**config.mk**
```make
export PLATFORM = sky130hd
export DESIGN_NAME = ipw_ctrl
export DESIGN_NICKNAME = d
export VERILOG_FILES = /design/src/ipw_pkg.sv /design/src/ipw_arbiter.sv /design/src/ipw_ctrl.sv
export SDC_FILE = /design/constraint.sdc
export NUM_CORES = 1
export LEC_CHECK = 0
export BUFFER_PORTS_ARGS = -buffer_cell sky130_fd_sc_hd__buf_2
export CAP_MARGIN = 25
export CORE_MARGIN = 2
export CORE_UTILIZATION = 38
export DETAILED_ROUTE_END_ITERATION = 6
export PLACE_DENSITY = 0.67
export SLEW_MARGIN = 20
export SYNTH_ARGS = -nofsm -noshare
export SYNTH_HDL_FRONTEND = slang
export SYNTH_HIERARCHICAL = 1
export SYNTH_SLANG_ARGS = --single-unit
export TNS_END_PERCENT = 30
```
**constraint.sdc**
```tcl
create_clock -name pclk -period 30.6 [get_ports pclk]
set_input_delay 6.12 -clock pclk [delete_from_list [all_inputs] [get_ports pclk]]
set_output_delay 6.12 -clock pclk [all_outputs]
set_load 0.02 [all_outputs]
```
**src/ipw_pkg.sv**
```systemverilog
// Package with register map, field layout and shared types of the interrupt priority block.
package ipw_pkg;
  localparam int          IPW_NUM_SRC      = 17;
  localparam int          IPW_LVL_W        = 3;
  localparam int          IPW_FIELD_LSB    = 5;
  localparam int          IPW_SRC_PER_REG  = 4;
  localparam int          IPW_NUM_PRI_REG  = 5;
  localparam logic [11:0] IPW_OFF_SET_EN   = 12'h000;
  localparam logic [11:0] IPW_OFF_CLR_EN   = 12'h004;
  localparam logic [11:0] IPW_OFF_SET_PEND = 12'h008;
  localparam logic [11:0] IPW_OFF_CLR_PEND = 12'h00C;
  localparam logic [11:0] IPW_OFF_ACTIVE   = 12'h010;
  localparam logic [11:0] IPW_OFF_IRQ_STAT = 12'h014;
  localparam logic [11:0] IPW_OFF_IRQ_MASK = 12'h018;
  localparam logic [11:0] IPW_OFF_PRI_BASE = 12'h020;
  localparam logic [11:0] IPW_OFF_PRI_LAST = 12'h030;
  localparam logic [31:0] IPW_WAKE_CAPABLE = 32'h0000040F;
  localparam logic [2:0]  IPW_PRI_RESET    = 3'h0;
  localparam logic [1:0]  IPW_EVT_WAKE     = 2'h0;
  localparam logic [1:0]  IPW_EVT_PEND_DIS = 2'h1;
  localparam logic [1:0]  IPW_EVT_W        = 2'h2;

  typedef enum logic [1:0] {
    IPW_PWR_ACTIVE    = 2'b00,
    IPW_PWR_SLEEP     = 2'b01,
    IPW_PWR_HIBERNATE = 2'b10
  } ipw_pwr_t;

  typedef struct packed {
    logic       valid;
    logic [4:0] position;
    logic [2:0] level;
  } ipw_winner_t;
endpackage : ipw_pkg

```
**src/ipw_arbiter.sv**
```systemverilog
// Picks the most urgent pending enabled source, ties going to the lowest position.
`timescale 1ns/100ps
module ipw_arbiter
  import ipw_pkg::*;
#(
  parameter int N = 17
) (
  input  wire logic [N-1:0]            req,
  input  wire logic [N*IPW_LVL_W-1:0]  level,
  output ipw_winner_t                  winner
);
  always_comb begin
    winner = '0;
    // Scanning downward with a non-strict compare lets the lower position win a tie.
    for (int i = N - 1; i >= 0; i--) begin
      if (req[i] && (!winner.valid || level[i*IPW_LVL_W +: IPW_LVL_W] <= winner.level)) begin
        winner.valid    = 1'b1;
        winner.position = 5'(i);
        winner.level    = level[i*IPW_LVL_W +: IPW_LVL_W];
      end
    end
  end
endmodule : ipw_arbiter

```
**src/ipw_ctrl.sv**
```systemverilog
// Interrupt enable, pending, priority and wake-up control with an APB register port.
//
// Chosen here: the placing of the registers and the APB slave port.
`timescale 1ns/100ps
module ipw_ctrl
  import ipw_pkg::*;
#(
  parameter int N = IPW_NUM_SRC
) (
  input  wire logic         pclk,
  input  wire logic         presetn,
  input  wire logic         psel,
  input  wire logic         penable,
  input  wire logic         pwrite,
  input  wire logic [11:0]  paddr,
  input  wire logic [31:0]  pwdata,
  input  wire logic [3:0]   pstrb,
  output logic      [31:0]  prdata,
  output logic              pready,
  output logic              pslverr,
  input  wire logic [N-1:0] irq_src,
  input  wire logic         ext_irq0_pin,
  input  wire logic         ext_irq1_pin,
  input  wire logic         core_ack,
  input  wire logic         core_exc_return,
  input  wire logic         sleep_req,
  input  wire logic         hibernate_req,
  output logic              core_irq_req,
  output logic      [4:0]   core_irq_position,
  output logic      [2:0]   core_irq_level,
  output logic      [1:0]   power_mode,
  output logic              core_wake,
  output logic              irq
);
  // Source map: 0 wake timer, 1 ext0, 2 ext1, 3 watchdog, 4 timer0, 5 ADC, 6 flash, 7 SPI,
  // 8 bus header, 9 bus error, 10 bus wake, 11 HV, 12 osc cal, 13 ECC, 14..16 unused.
  // Sources are in the pclk domain; ext pins alone need synchronising.
  logic [N-1:0]           enable;
  logic [N-1:0]           pending;
  logic [N-1:0]           active;
  logic [N*IPW_LVL_W-1:0] level;
  logic [N-1:0]           src_q;
  logic [2:0]             ext0_sync;
  logic [2:0]             ext1_sync;
  logic                   ext0_level;
  logic                   ext1_level;
  logic [N-1:0]           src_now;
  logic [N-1:0]           src_rise;
  logic [IPW_EVT_W-1:0]   evt_stat;
  logic [IPW_EVT_W-1:0]   evt_mask;
  ipw_pwr_t               pwr_state;
  ipw_winner_t            winner;
  logic                   wr_en;
  logic                   rd_en;
  logic                   addr_ok;
  logic [31:0]            wmask;
  logic [31:0]            wdata_m;
  logic                   take;
  logic                   wake_evt;
  logic                   pend_dis_evt;
  logic [N-1:0]           set_pend_wr;
  logic [N-1:0]           clr_pend_wr;

  assign pready  = 1'b1;
  assign wr_en   = psel && penable && pwrite;
  assign rd_en   = psel && !pwrite;
  assign wmask   = {{8{pstrb[3]}}, {8{pstrb[2]}}, {8{pstrb[1]}}, {8{pstrb[0]}}};
  assign wdata_m = pwdata & wmask;

  always_comb begin
    addr_ok = 1'b0;
    if (paddr == IPW_OFF_SET_EN || paddr == IPW_OFF_CLR_EN) begin
      addr_ok = 1'b1;
    end else if (paddr == IPW_OFF_SET_PEND || paddr == IPW_OFF_CLR_PEND) begin
      addr_ok = 1'b1;
    end else if (paddr == IPW_OFF_ACTIVE || paddr == IPW_OFF_IRQ_STAT) begin
      addr_ok = 1'b1;
    end else if (paddr == IPW_OFF_IRQ_MASK) begin
      addr_ok = 1'b1;
    end else if (paddr >= IPW_OFF_PRI_BASE && paddr <= IPW_OFF_PRI_LAST && paddr[1:0] == 2'h0) begin
      addr_ok = 1'b1;
    end
  end
  assign pslverr = psel && penable && !addr_ok;

  // Three-stage synchronisers; a pin change counts once stages two and three agree.
  always_ff @(posedge pclk or negedge presetn) begin
    if (!presetn) begin
      ext0_sync  <= 3'h0;
      ext1_sync  <= 3'h0;
      ext0_level <= 1'b0;
      ext1_level <= 1'b0;
    end else begin
      ext0_sync <= {ext0_sync[1:0], ext_irq0_pin};
      ext1_sync <= {ext1_sync[1:0], ext_irq1_pin};
      if (ext0_sync[2] == ext0_sync[1]) begin
        ext0_level <= ext0_sync[2];
      end
      if (ext1_sync[2] == ext1_sync[1]) begin
        ext1_level <= ext1_sync[2];
      end
    end
  end

  always_comb begin
    src_now    = irq_src;
    src_now[1] = irq_src[1] | ext0_level;
    src_now[2] = irq_src[2] | ext1_level;
  end
  assign src_rise = src_now & ~src_q;

  always_ff @(posedge pclk or negedge presetn) begin
    if (!presetn) begin
      src_q <= '0;
    end else begin
      src_q <= src_now;
    end
  end

  always_ff @(posedge pclk or negedge presetn) begin
    if (!presetn) begin
      enable <= '0;
    end else if (wr_en && paddr == IPW_OFF_SET_EN) begin
      enable <= enable | wdata_m[N-1:0];
    end else if (wr_en && paddr == IPW_OFF_CLR_EN) begin
      enable <= enable & ~wdata_m[N-1:0];
    end
  end

  assign set_pend_wr = (wr_en && paddr == IPW_OFF_SET_PEND) ? wdata_m[N-1:0] : '0;
  assign clr_pend_wr = (wr_en && paddr == IPW_OFF_CLR_PEND) ? wdata_m[N-1:0] : '0;
  assign take        = core_ack && winner.valid;

  // Pending latches regardless of enable; a new edge beats a simultaneous clear.
  always_ff @(posedge pclk or negedge presetn) begin
    if (!presetn) begin
      pending <= '0;
    end else begin
      for (int i = 0; i < N; i++) begin
        if (src_rise[i] || set_pend_wr[i]) begin
          pending[i] <= 1'b1;
        end else if (clr_pend_wr[i] || (take && winner.position == 5'(i))) begin
          pending[i] <= 1'b0;
        end
      end
    end
  end

  // Active stays set through disable until the handler returns.
  always_ff @(posedge pclk or negedge presetn) begin
    if (!presetn) begin
      active <= '0;
    end else begin
      for (int i = 0; i < N; i++) begin
        if (take && winner.position == 5'(i)) begin
          active[i] <= 1'b1;
        end else if (core_exc_return) begin
          active[i] <= 1'b0;
        end
      end
    end
  end

  // Fields sit at byte bits 7:5; bits 4:0 of each byte are never stored.
  genvar g;
  generate
    for (g = 0; g < N; g++) begin : gen_pri
      localparam int RIDX = g / IPW_SRC_PER_REG;
      localparam int BLSB = (g % IPW_SRC_PER_REG) * 8 + IPW_FIELD_LSB;
      always_ff @(posedge pclk or negedge presetn) begin
        if (!presetn) begin
          level[g*IPW_LVL_W +: IPW_LVL_W] <= IPW_PRI_RESET;
        end else if (wr_en && paddr == IPW_OFF_PRI_BASE + 12'(RIDX * 4) &&
                     pstrb[g % IPW_SRC_PER_REG]) begin
          level[g*IPW_LVL_W +: IPW_LVL_W] <= pwdata[BLSB +: IPW_LVL_W];
        end
      end
    end
  endgenerate

  ipw_arbiter #(
    .N (N)
  ) u_arb (
    .req    (pending & enable & ~active),
    .level  (level),
    .winner (winner)
  );

  // Level 0 maps to the fourth system urgency; reset, NMI and hard fault sit in the core.
  always_ff @(posedge pclk or negedge presetn) begin
    if (!presetn) begin
      core_irq_req      <= 1'b0;
      core_irq_position <= 5'h0;
      core_irq_level    <= 3'h0;
    end else begin
      core_irq_req      <= winner.valid && !take;
      core_irq_position <= winner.position;
      core_irq_level    <= winner.level;
    end
  end

  assign wake_evt     = |(src_rise & IPW_WAKE_CAPABLE[N-1:0]) && pwr_state != IPW_PWR_ACTIVE;
  assign pend_dis_evt = |(src_rise & ~enable);

  // Sleep wakes on any enabled source; hibernate only on wake-capable ones.
  always_ff @(posedge pclk or negedge presetn) begin
    if (!presetn) begin
      pwr_state <= IPW_PWR_ACTIVE;
      core_wake <= 1'b0;
    end else begin
      core_wake <= 1'b0;
      case (pwr_state)
        IPW_PWR_ACTIVE: begin
          if (hibernate_req) begin
            pwr_state <= IPW_PWR_HIBERNATE;
          end else if (sleep_req) begin
            pwr_state <= IPW_PWR_SLEEP;
          end
        end
        IPW_PWR_SLEEP: begin
          if (|(src_rise & enable) || wake_evt) begin
            pwr_state <= IPW_PWR_ACTIVE;
            core_wake <= 1'b1;
          end
        end
        IPW_PWR_HIBERNATE: begin
          if (wake_evt) begin
            pwr_state <= IPW_PWR_ACTIVE;
            core_wake <= 1'b1;
          end
        end
        default: begin
          pwr_state <= IPW_PWR_ACTIVE;
        end
      endcase
    end
  end
  assign power_mode = pwr_state;

  always_ff @(posedge pclk or negedge presetn) begin
    if (!presetn) begin
      evt_stat <= '0;
    end else begin
      for (int i = 0; i < IPW_EVT_W; i++) begin
        if ((i == IPW_EVT_WAKE && wake_evt) || (i == IPW_EVT_PEND_DIS && pend_dis_evt)) begin
          evt_stat[i] <= 1'b1;
        end else if (wr_en && paddr == IPW_OFF_IRQ_STAT && wdata_m[i]) begin
          evt_stat[i] <= 1'b0;
        end
      end
    end
  end

  always_ff @(posedge pclk or negedge presetn) begin
    if (!presetn) begin
      evt_mask <= '0;
    end else if (wr_en && paddr == IPW_OFF_IRQ_MASK) begin
      evt_mask <= wdata_m[IPW_EVT_W-1:0];
    end
  end
  assign irq = |(evt_stat & evt_mask);

  // Read data is registered in the setup cycle so it is valid for the access phase.
  always_ff @(posedge pclk or negedge presetn) begin
    if (!presetn) begin
      prdata <= 32'h0;
    end else if (rd_en && !penable) begin
      prdata <= 32'h0;
      if (paddr == IPW_OFF_SET_EN || paddr == IPW_OFF_CLR_EN) begin
        prdata[N-1:0] <= enable;
      end else if (paddr == IPW_OFF_SET_PEND || paddr == IPW_OFF_CLR_PEND) begin
        prdata[N-1:0] <= pending;
      end else if (paddr == IPW_OFF_ACTIVE) begin
        prdata[N-1:0] <= active;
      end else if (paddr == IPW_OFF_IRQ_STAT) begin
        prdata[IPW_EVT_W-1:0] <= evt_stat;
      end else if (paddr == IPW_OFF_IRQ_MASK) begin
        prdata[IPW_EVT_W-1:0] <= evt_mask;
      end else if (paddr >= IPW_OFF_PRI_BASE && paddr <= IPW_OFF_PRI_LAST) begin
        for (int k = 0; k < IPW_SRC_PER_REG; k++) begin
          if (int'(paddr[5:2] - 4'h8) * IPW_SRC_PER_REG + k < N) begin
            prdata[k*8 + IPW_FIELD_LSB +: IPW_LVL_W] <=
              level[(int'(paddr[5:2] - 4'h8) * IPW_SRC_PER_REG + k) * IPW_LVL_W +: IPW_LVL_W];
          end
        end
      end
    end
  end
endmodule : ipw_ctrl

```
==> flow_summary.ini, run 1 <==
[critical_path]
worst-r2r-setup-slack_ns = 4.34
cp.arrival_ns = 26.55
rr_worst_depth = 112
crit_end = pending[7]
max_stage_delay_ns = 0.82
worstPathRequired_ns = 30.88
crit_fanout = 15
reg2reg_to = pending[7]
crit_type = reg -> reg
cpMostUsedCell = ha_1
critPathLaunchType = flop
crit_path_top_delay_cell = o31ai_1
endpoint_kind = flop

[synthesis]
async_flop_share_pct = 100.0
yosysWarnings = 6
synth-main-ff-cell = dfrtp_1
yosysUniqueCellTypes = 91
synthTopCellsByArea = dfrtp_1, ha_1, mux2_2
avgSynthCellArea_um2 = 9.375
syn_inst = 1253
synth-edff-count = 0
synth_top_area_share_pct = 35.36
synth.largest_area_cell = dfrtp_1
syn-cell-area_um2 = 11750
seq_area_frac_synth_pct = 35.36
ys_ff_latch = 166

[global_routing]
overflow = 0
grt_pass1_vias = 10310
grt_pass1_wl_mm = 61.03
antenna_found_initial = 0
grt_max_degree = 102
grt_usage_pct = 24.23

[pwr]
finalPower_mw = 0.5263
ir_drop_v = 0.00003403
p_switching_mw = 0.1589
combPwrFrac_pct = 13.7
pwr_density_cell_nw_per_um2 = 39.89
p_leak_nw = 5.757
p_int_mw = 0.3674
swShare_pct = 30.19
seqPwrFrac_pct = 43.1
clockPowerShare_pct = 43.2

[sta]
holdWs_ns = 0.3502
finClkSkew_ns = 0.01716
max_clock_freq_mhz = 38.07
slew_violations = 0
worst_pin_slew_ns = 1.020
fin_crit_sh_pct = 85.83
rsz0062_at_grt = no
hold_violations = 0
setup_violations = 0
max_slew_margin_pct = 31.77
finalSetupTns_ns = 0
min_period_ns = 26.26

[min_path]
hold_class = reg -> reg
hold_depth = 0

[drt]
drtAntennaViolNets = 0
post_drt_wl_per_cell_um = 22.80
drt_iter0_drc = 1109
firstDrtPassIters = 5
drc = 0
wirelength_mm = 39.55
num_vias = 10610
vias_per_cell = 6.112

[clock_network]
cts_resized = 0
cts_setup_buffers = 0
path_clk_slew_ns = 0.08
cts_buffers = 17
ctsHoldBuffers = 0
cts_sinks = 166
clock_latency_ns = 0.44
cts_tree = done
root_buffer = clkbuf_16
htreeDepth = 4
clockBufferDepth = 2

[layout]
diodes = 0
nFillCells = 2983
drive_above_1_share_pct = 20.76
fin_nets = 1467
syn2layout_area_growth_pct = 12.32
fin_util_pct = 43.25

[placed_design]
portBuffers = 103
dp_hpwl_mm = 28.87
gp_congestion = 0.9269

[floorplanning]
initial_core_util_pct = 38.50
die_width_um = 179.8
core_area_um2 = 30510
die_area_um2 = 32330
rows = 64
ios = 123
die-height_um = 179.8

[job]
max-cap-violations = 0

[run_status]
outcome = complete, no violations
cell usage after synthesis (25+ instances only):
library cell and instances:
a21oi_1 57, a31oi_1 30, and3_1 31, clkbuf_1 28, dfrtp_1 166, ha_1 63
inv_1 75, mux2_2 61, nand2_1 122, nand2b_1 29, nand3_1 37, nor2_1 61
o211ai_1 25, o21ai_0 57, o22ai_1 32, o31ai_1 25
cell usage in the layout, fill, tap and decap left out, types with 5 or more instances in the layout:
| cell | count |
|---|---|
| a22oi_1 | 7 |
| nand2_1 | 122 |
| and2_1 | 5 |
| mux4_2 | 24 |
| or2_2 | 9 |
| a21boi_0 | 5 |
| nor2_1 | 61 |
| o21ai_1 | 13 |
| inv_1 | 75 |
| nor3_1 | 17 |
| buf_4 | 10 |
| a211o_1 | 6 |
| dfrtp_1 | 166 |
| o22ai_1 | 32 |
| a21oi_1 | 57 |
| nor2b_1 | 16 |
| clkbuf_16 | 17 |
| nand2b_1 | 29 |
| o31ai_1 | 25 |
| mux2_2 | 61 |
| buf_2 | 102 |
| o211ai_1 | 25 |
| nand4_1 | 9 |
| mux2i_1 | 22 |
| a21o_1 | 8 |
| o21ai_0 | 57 |
| clkinv_8 | 5 |
| ha_1 | 63 |
| nand3b_1 | 20 |
| conb_1 | 10 |
| o221ai_1 | 20 |
| and3_1 | 31 |
| o21a_1 | 15 |
| a31oi_1 | 30 |
| a221oi_1 | 7 |
| nand3_1 | 37 |
through the flow:
stage / instances / setup WS, ns / cell area, um^2
2_1_floorplan: 1261 / 9.026 / 11780
3_3_place_gp: 1701 / 4.954 / 12530
3_5_place_dp: 1701 / 4.745 / 12530
4_1_cts: 1733 / 4.677 / 13160
5_1_grt: 1735 / 2.847 / 13190
6_report: 1735 / 4.335 / 13190
layout make-up:
cell class | count | area (um^2) | area share (%)
clock buffers | 17 | 425.4 | 3.224
clock inverters | 15 | 201.4 | 1.527
inverters | 76 | 285.3 | 2.162
multi-input cells | 951 | 7008 | 53.12
flip-flops and latches | 166 | 4154 | 31.48
well taps | 396 | 495.5 | 3.755
repair buffers | 114 | 624.3 | 4.732
how the worst min path moves through the flow:
stage                             from            to  slack, ns
after global placement    ext0_sync[0]  ext0_sync[1]       0.33
after detailed placement  ext1_sync[0]  ext1_sync[1]       0.34
final                     ext1_sync[0]  ext1_sync[1]       0.35
after CTS                 ext1_sync[0]  ext1_sync[1]       0.35
after floorplan           ext0_sync[0]  ext0_sync[1]       0.33
after global routing      ext1_sync[0]  ext1_sync[1]       0.35
worst max-delay path: cells and delay by family (launching register included):
kind | cells | cell delay (ns)
adder cells (fa/ha/maj) | 16 | 4.38
AND/OR/NAND/NOR | 30 | 6.09
multiplexers | 6 | 1.99
AO/OA/AOI/OAI | 52 | 12.19
buffers and inverters | 8 | 0.98
flip-flops | 1 | 0.45
metal layers:
layer | global-route usage, % | routed length [um] | part of all wire [%]
met3 | 7.212 | 3928 | 9.9
met1 | 32.42 | 16530 | 42
met4 | 11.06 | 1823 | 4.6
met5 | 0 | 0 | 0
met2 | 36.12 | 17270 | 44
power groups by stage:
| stage | clock network, mW | registers (mW) | logic (mW) |
|---|---|---|---|
| after global routing | 0.239 | 0.227 | 0.0797 |
| final | 0.227 | 0.227 | 0.0723 |
| after floorplan | 0 | 0.233 | 0.0432 |
| after detailed placement | 0 | 0.231 | 0.0708 |
| after CTS | 0.231 | 0.227 | 0.0713 |
| after global placement | 0 | 0.231 | 0.0695 |
logic make-up after synthesis:
kind of cell	count (synthesis)	share of synthesized area, %
adders and majority gates	67	7.222
DFF	166	35.36
and+or+nand+nor	396	17.70
AOI/OAI and AO/OA	364	21.47
buffers and inverters	144	5.326
xor gates and xnor gates	7	0.5220
muxes	107	12.32
other	2	0.06394
(Power assumes the default switching activity.)
==> run 2: changes to the inputs <==
SYNTH_HIERARCHICAL = default   (was 1)
==> run 2 against run 1 <==
Compared with the run above:
- via count rose by 3.8%
- sequential share of layout area fell by 0.57 points
- wire length rose by 3.6%
- final cell count rose by 2.1%
- total power rose by 0.24%
- count of clock-buffer cells in the layout did not move
- register-to-register slack got worse by 0.99 ns
- clock skew fell by 0.0027 ns
- critical path depth fell by 4
- first-iteration DRC count rose by 13%
- worst hold slack improved by 0.0074 ns
- global-route usage rose by 0.90 points
- critical path type unchanged
- highest routed layer is now met5
==> flow_summary.ini, run 2 <==
[run_status]
outcome = complete, no violations

[critical_path]
critPathLaunchType = flop
cpMostUsedCell = ha_1
cp.arrival_ns = 27.56
crit_fanout = 13
endpoint_kind = flop
crit_type = reg -> reg
max_stage_delay_ns = 0.75
worstPathRequired_ns = 30.90
crit_path_top_delay_cell = nor2b_1

[synthesis]
synth_top_area_share_pct = 34.71
ys_ff_latch = 166
seq_area_frac_synth_pct = 34.71
async_flop_share_pct = 100.0
syn_inst = 1290
yosysMostFrequentCell = dfrtp_1
syn-cell-area_um2 = 11970
synth-edff-count = 0
synthTopCellsByCount = dfrtp_1, nand2_1, o21ai_0
synth-main-ff-cell = dfrtp_1
synthTopCellsByArea = dfrtp_1, ha_1, mux2_2
avgSynthCellArea_um2 = 9.276
yosysWarnings = 0
synth.largest_area_cell = dfrtp_1
yosysUniqueCellTypes = 96

[min_path]
hold_class = reg -> reg
worstHoldStart = ext1_sync[0]

[pwr]
seqPwrFrac_pct = 42.7
combPwrFrac_pct = 13.5
swShare_pct = 30.48
p_switching_mw = 0.1608
clockPowerShare_pct = 43.7
pwr_density_cell_nw_per_um2 = 39.26
finalPower_mw = 0.5276
p_leak_nw = 5.896
p_int_mw = 0.3668
ir_drop_v = 0.00003797

[clock_network]
path_clk_slew_ns = 0.08
cts_buffers = 17
cts_setup_buffers = 0
root_buffer = clkbuf_16
htreeDepth = 4
clockBufferDepth = 2
cts_tree = done
cts_resized = 0
cts_sinks = 166
ctsHoldBuffers = 0
clock_latency_ns = 0.47

[sta]
finClkSkew_ns = 0.01448
setup_violations = 0
fin_crit_sh_pct = 89.07
min_period_ns = 27.26
rsz0062_at_grt = no
max_slew_margin_pct = 32.00
worst_pin_slew_ns = 1.020
max_clock_freq_mhz = 36.69
slew_violations = 0
hold_violations = 0
finalSetupTns_ns = 0

[layout]
syn2layout_area_growth_pct = 12.31
drive_above_1_share_pct = 20.51
nFillCells = 2953
layout_common_cells = dfrtp_1, nand2_1, buf_2, o21ai_0, inv_1
diodes = 0
final_common_cell = dfrtp_1
fin_nets = 1504

[drt]
wirelength_mm = 40.97
drtAntennaViolNets = 0
num_vias = 11010
post_drt_wl_per_cell_um = 23.13
vias_per_cell = 6.215
drc = 0
firstDrtPassIters = 6
drt_iter0_drc = 1251

[floorplanning]
rows = 64
die_width_um = 181.5
initial_core_util_pct = 38.81
core_area_um2 = 30830
ios = 123
die-height_um = 181.5
die_area_um2 = 32930

[global_routing]
grt_pass1_wl_mm = 63.41
antenna_found_initial = 1
grt_usage_pct = 25.13
grt_pass1_vias = 10720
grt_max_degree = 89
overflow = 0

[placed_design]
portBuffers = 103
gp_congestion = 0.9680
dp_hpwl_mm = 30.61

[job]
max-cap-violations = 0
run 2: path summary, 6_finish.rpt:
path / to / cells after the start / slack, ns
worst min register to register: ext1_sync[1] / 0 / 0.36
max in group asynchronous: pending[0] / 3 / 23.62
worst max register to register: pending[0] / 108 / 3.34
min in group asynchronous: level[41] / 1 / 5.72
worst min-delay path: ext1_sync[1] / 0 / 0.36
worst max-delay path: pending[0] / 108 / 3.34
run 2: layout make-up:
| class | instances | area, um^2 | share of cell area, % |
|---|---|---|---|
| clock buffers | 17 | 425.4 | 3.165 |
| repair buffers | 110 | 614.3 | 4.571 |
| flip-flops and latches | 166 | 4154 | 30.91 |
| clock inverters | 15 | 202.7 | 1.508 |
| well taps | 396 | 495.5 | 3.687 |
| multi-input cells | 984 | 7236 | 53.84 |
| inverters | 83 | 311.5 | 2.318 |
run 2: power groups by stage:
stage	sequential (mW)	clock [mW]	combinational [mW]
floorplan	0.232	0	0.0410
global placement	0.230	0	0.0672
detailed placement	0.230	0	0.0683
CTS	0.225	0.233	0.0688
global route	0.226	0.240	0.0783
finish	0.225	0.231	0.0714
run 2: worst max-delay path, delay by kind of cell, from the launching register on:
kind / cells / cell delay, ns
flops: 1 / 0.51
buf+inv: 4 / 0.45
mux: 5 / 1.97
fa+ha+maj: 16 / 4.47
compound gates: 56 / 13.67
simple gates: 27 / 5.99
run 2: metal layers:
metal / vias up / track usage (%) / share of wire, %
met3: 95 / 4.994 / 8.6
met5: - / 0 / 0.017
met2: 545 / 39.11 / 45
met4: 2 / 9.626 / 3.4
met1: 5402 / 34.55 / 43
li1: 4962 / - / -
run 2: per-stage QoR:
stage	cells	worst slack, ns	hold WS [ns]	utilization (%)	cell area (um^2)
CTS	1769	3.914	0.3600	43.41	13380
finish	1771	3.344	0.3577	43.59	13440
global route	1771	1.441	0.3697	43.59	13440
floorplan	1298	9.078	0.3312	-	12000
detailed placement	1737	4.015	0.3426	41.38	12760
global placement	1737	4.494	0.3380	41.37	12750
run 2: logic make-up after synthesis:
| logic type | Yosys count | share of synthesized area [%] |
|---|---|---|
| other cells | 2 | 0.06276 |
| mux | 98 | 10.62 |
| compound gates | 402 | 23.32 |
| fa+ha+maj | 68 | 7.194 |
| flops | 166 | 34.71 |
| buf+inv | 148 | 5.155 |
| simple gates | 400 | 18.50 |
| xor+xnor | 6 | 0.4391 |
==> run 3: changes to the inputs <==
BUFFER_PORTS_ARGS = default   (was -buffer_cell sky130_fd_sc_hd__buf_2)
DONT_BUFFER_PORTS = 1   (was default)
GPL_TIMING_DRIVEN = 1   (was default)
PLACE_DENSITY = 0.63   (was 0.67)
==> run 3 against run 2 <==
Compared with the run above:
- utilization is 1.9 points lower
- highest routed layer is now met4
- total power is 4.7% lower
- count of clock-buffer cells in the layout stayed put
- global-route usage is 0.13 points lower
- largest power group is now sequential cells
- largest cell class unchanged
==> flow_summary.ini, run 3 (synthesized netlist as in run 2, its figures left out) <==
[clock_network]
cts_buffers = 17
root_buffer = clkbuf_16
cts_setup_buffers = 0
clockBufferDepth = 2
path_clk_slew_ns = 0.08
ctsHoldBuffers = 0
cts_sinks = 166
cts_tree = done
clock_latency_ns = 0.45
htreeDepth = 4
cts_resized = 0

[layout]
final_common_cell = dfrtp_1
fin_nets = 1399
multi_input_area_um2 = 7233
drive_above_1_share_pct = 13.86
syn2layout_area_growth_pct = 7.444
nFillCells = 2965
layout_common_cells = dfrtp_1, nand2_1, o21ai_0, inv_1, a21oi_1
regArea_um2 = 4154

[pwr]
pwr_density_cell_nw_per_um2 = 39.09
p_leak_nw = 5.403
finalPower_mw = 0.5025
ir_drop_v = 0.00003421

[critical_path]
crit_path_top_delay_cell = nor2b_1
max_stage_delay_ns = 0.75
cp_num_buf_inv = 4
cp.arrival_ns = 27.57
endpoint_kind = flop
crit_type = reg -> reg
critPathLaunchType = flop
cp_top_family = compound AO/OA/AOI/OAI gates
cpMostUsedCell = o21ai_0
worstPathRequired_ns = 30.89
crit_fanout = 13

[sta]
min_period_ns = 27.28
fin_crit_sh_pct = 89.14
max_slew_margin_pct = 29.36
slew_violations = 0
max_clock_freq_mhz = 36.66
rsz0062_at_grt = no
finClkSkew_ns = 0.01559
setup_violations = 0
finalSetupTns_ns = 0
worst_pin_slew_ns = 1.060
hold_violations = 0

[drt]
drc = 0
post_drt_wl_per_cell_um = 24.54
firstDrtPassIters = 5
wirelength_mm = 40.90
drtAntennaViolNets = 0
num_vias = 10600
vias_per_cell = 6.356
drt_iter0_drc = 1048

[floorplanning]
die_area_um2 = 32930
rows = 64
die-height_um = 181.5
initial_core_util_pct = 38.81
die_width_um = 181.5
ios = 123
core_area_um2 = 30830

[placed_design]
gp_congestion = 0.9615
portBuffers = 0
dp_hpwl_mm = 30.47

[global_routing]
overflow = 0
grt_pass1_vias = 10260
antenna_found_initial = 1
grt_max_degree = 167
grt_usage_pct = 25.00
grt_pass1_wl_mm = 62.79

[job]
max-cap-violations = 0

[run_status]
outcome = complete, no violations

[min_path]
hold_class = reg -> reg
-- run 3: metal layers --
metal / share of wire, % / wire length [um] / GRT usage [%]
met5: 0 / 0 / 0
met4: 2.7 / 1124 / 8.585
met3: 9.5 / 3877 / 6.538
met2: 45 / 18290 / 38.77
met1: 43 / 17610 / 33.88
-- run 3: final timing paths --
| check | slack [ns] | cells past startpoint | to | startpoint |
|---|---|---|---|---|
| max | 3.32 | 113 | pending[0] | flop |
| min | 0.35 | 0 | ext0_sync[1] | ext0_sync[0] |
| max reg2reg | 3.32 | 113 | pending[0] | flop |
| min reg2reg | 0.35 | 0 | ext0_sync[1] | ext0_sync[0] |
| max in group asynchronous | 24.75 | 0 | core_irq_level[1] | presetn |
| min in group asynchronous | 5.37 | 0 | level[40] | presetn |
-- run 3: layout make-up --
type,count,share of cell area [%]
Clock buffer,17,3.309
Multi-Input combinational cell,984,56.26
Timing Repair Buffer,5,0.4087
Tap cell,396,3.854
Inverter,83,2.423
Antenna cell,1,0.01946
Sequential cell,166,32.31
Clock inverter,15,1.421
-- run 3: through the flow --
step	cell area, um^2	std cells	util, %	setup slack (ns)	hold slack (ns)
6_report	12860	1667	41.70	3.322	0.3505
2_1_floorplan	12000	1298	-	9.078	0.3312
3_3_place_gp	12220	1632	39.63	4.365	0.3322
3_5_place_dp	12230	1633	39.68	4.017	0.3363
4_1_cts	12840	1665	41.65	3.934	0.3518
5_1_grt	12850	1666	41.70	1.220	0.3581
-- run 3: report_power, final --
group          switching [mW]  total, mW  internal (mW)
clock network           0.112      0.223          0.111
registers             0.00534      0.229          0.223
logic                  0.0321     0.0510         0.0189
total                   0.150      0.503          0.353
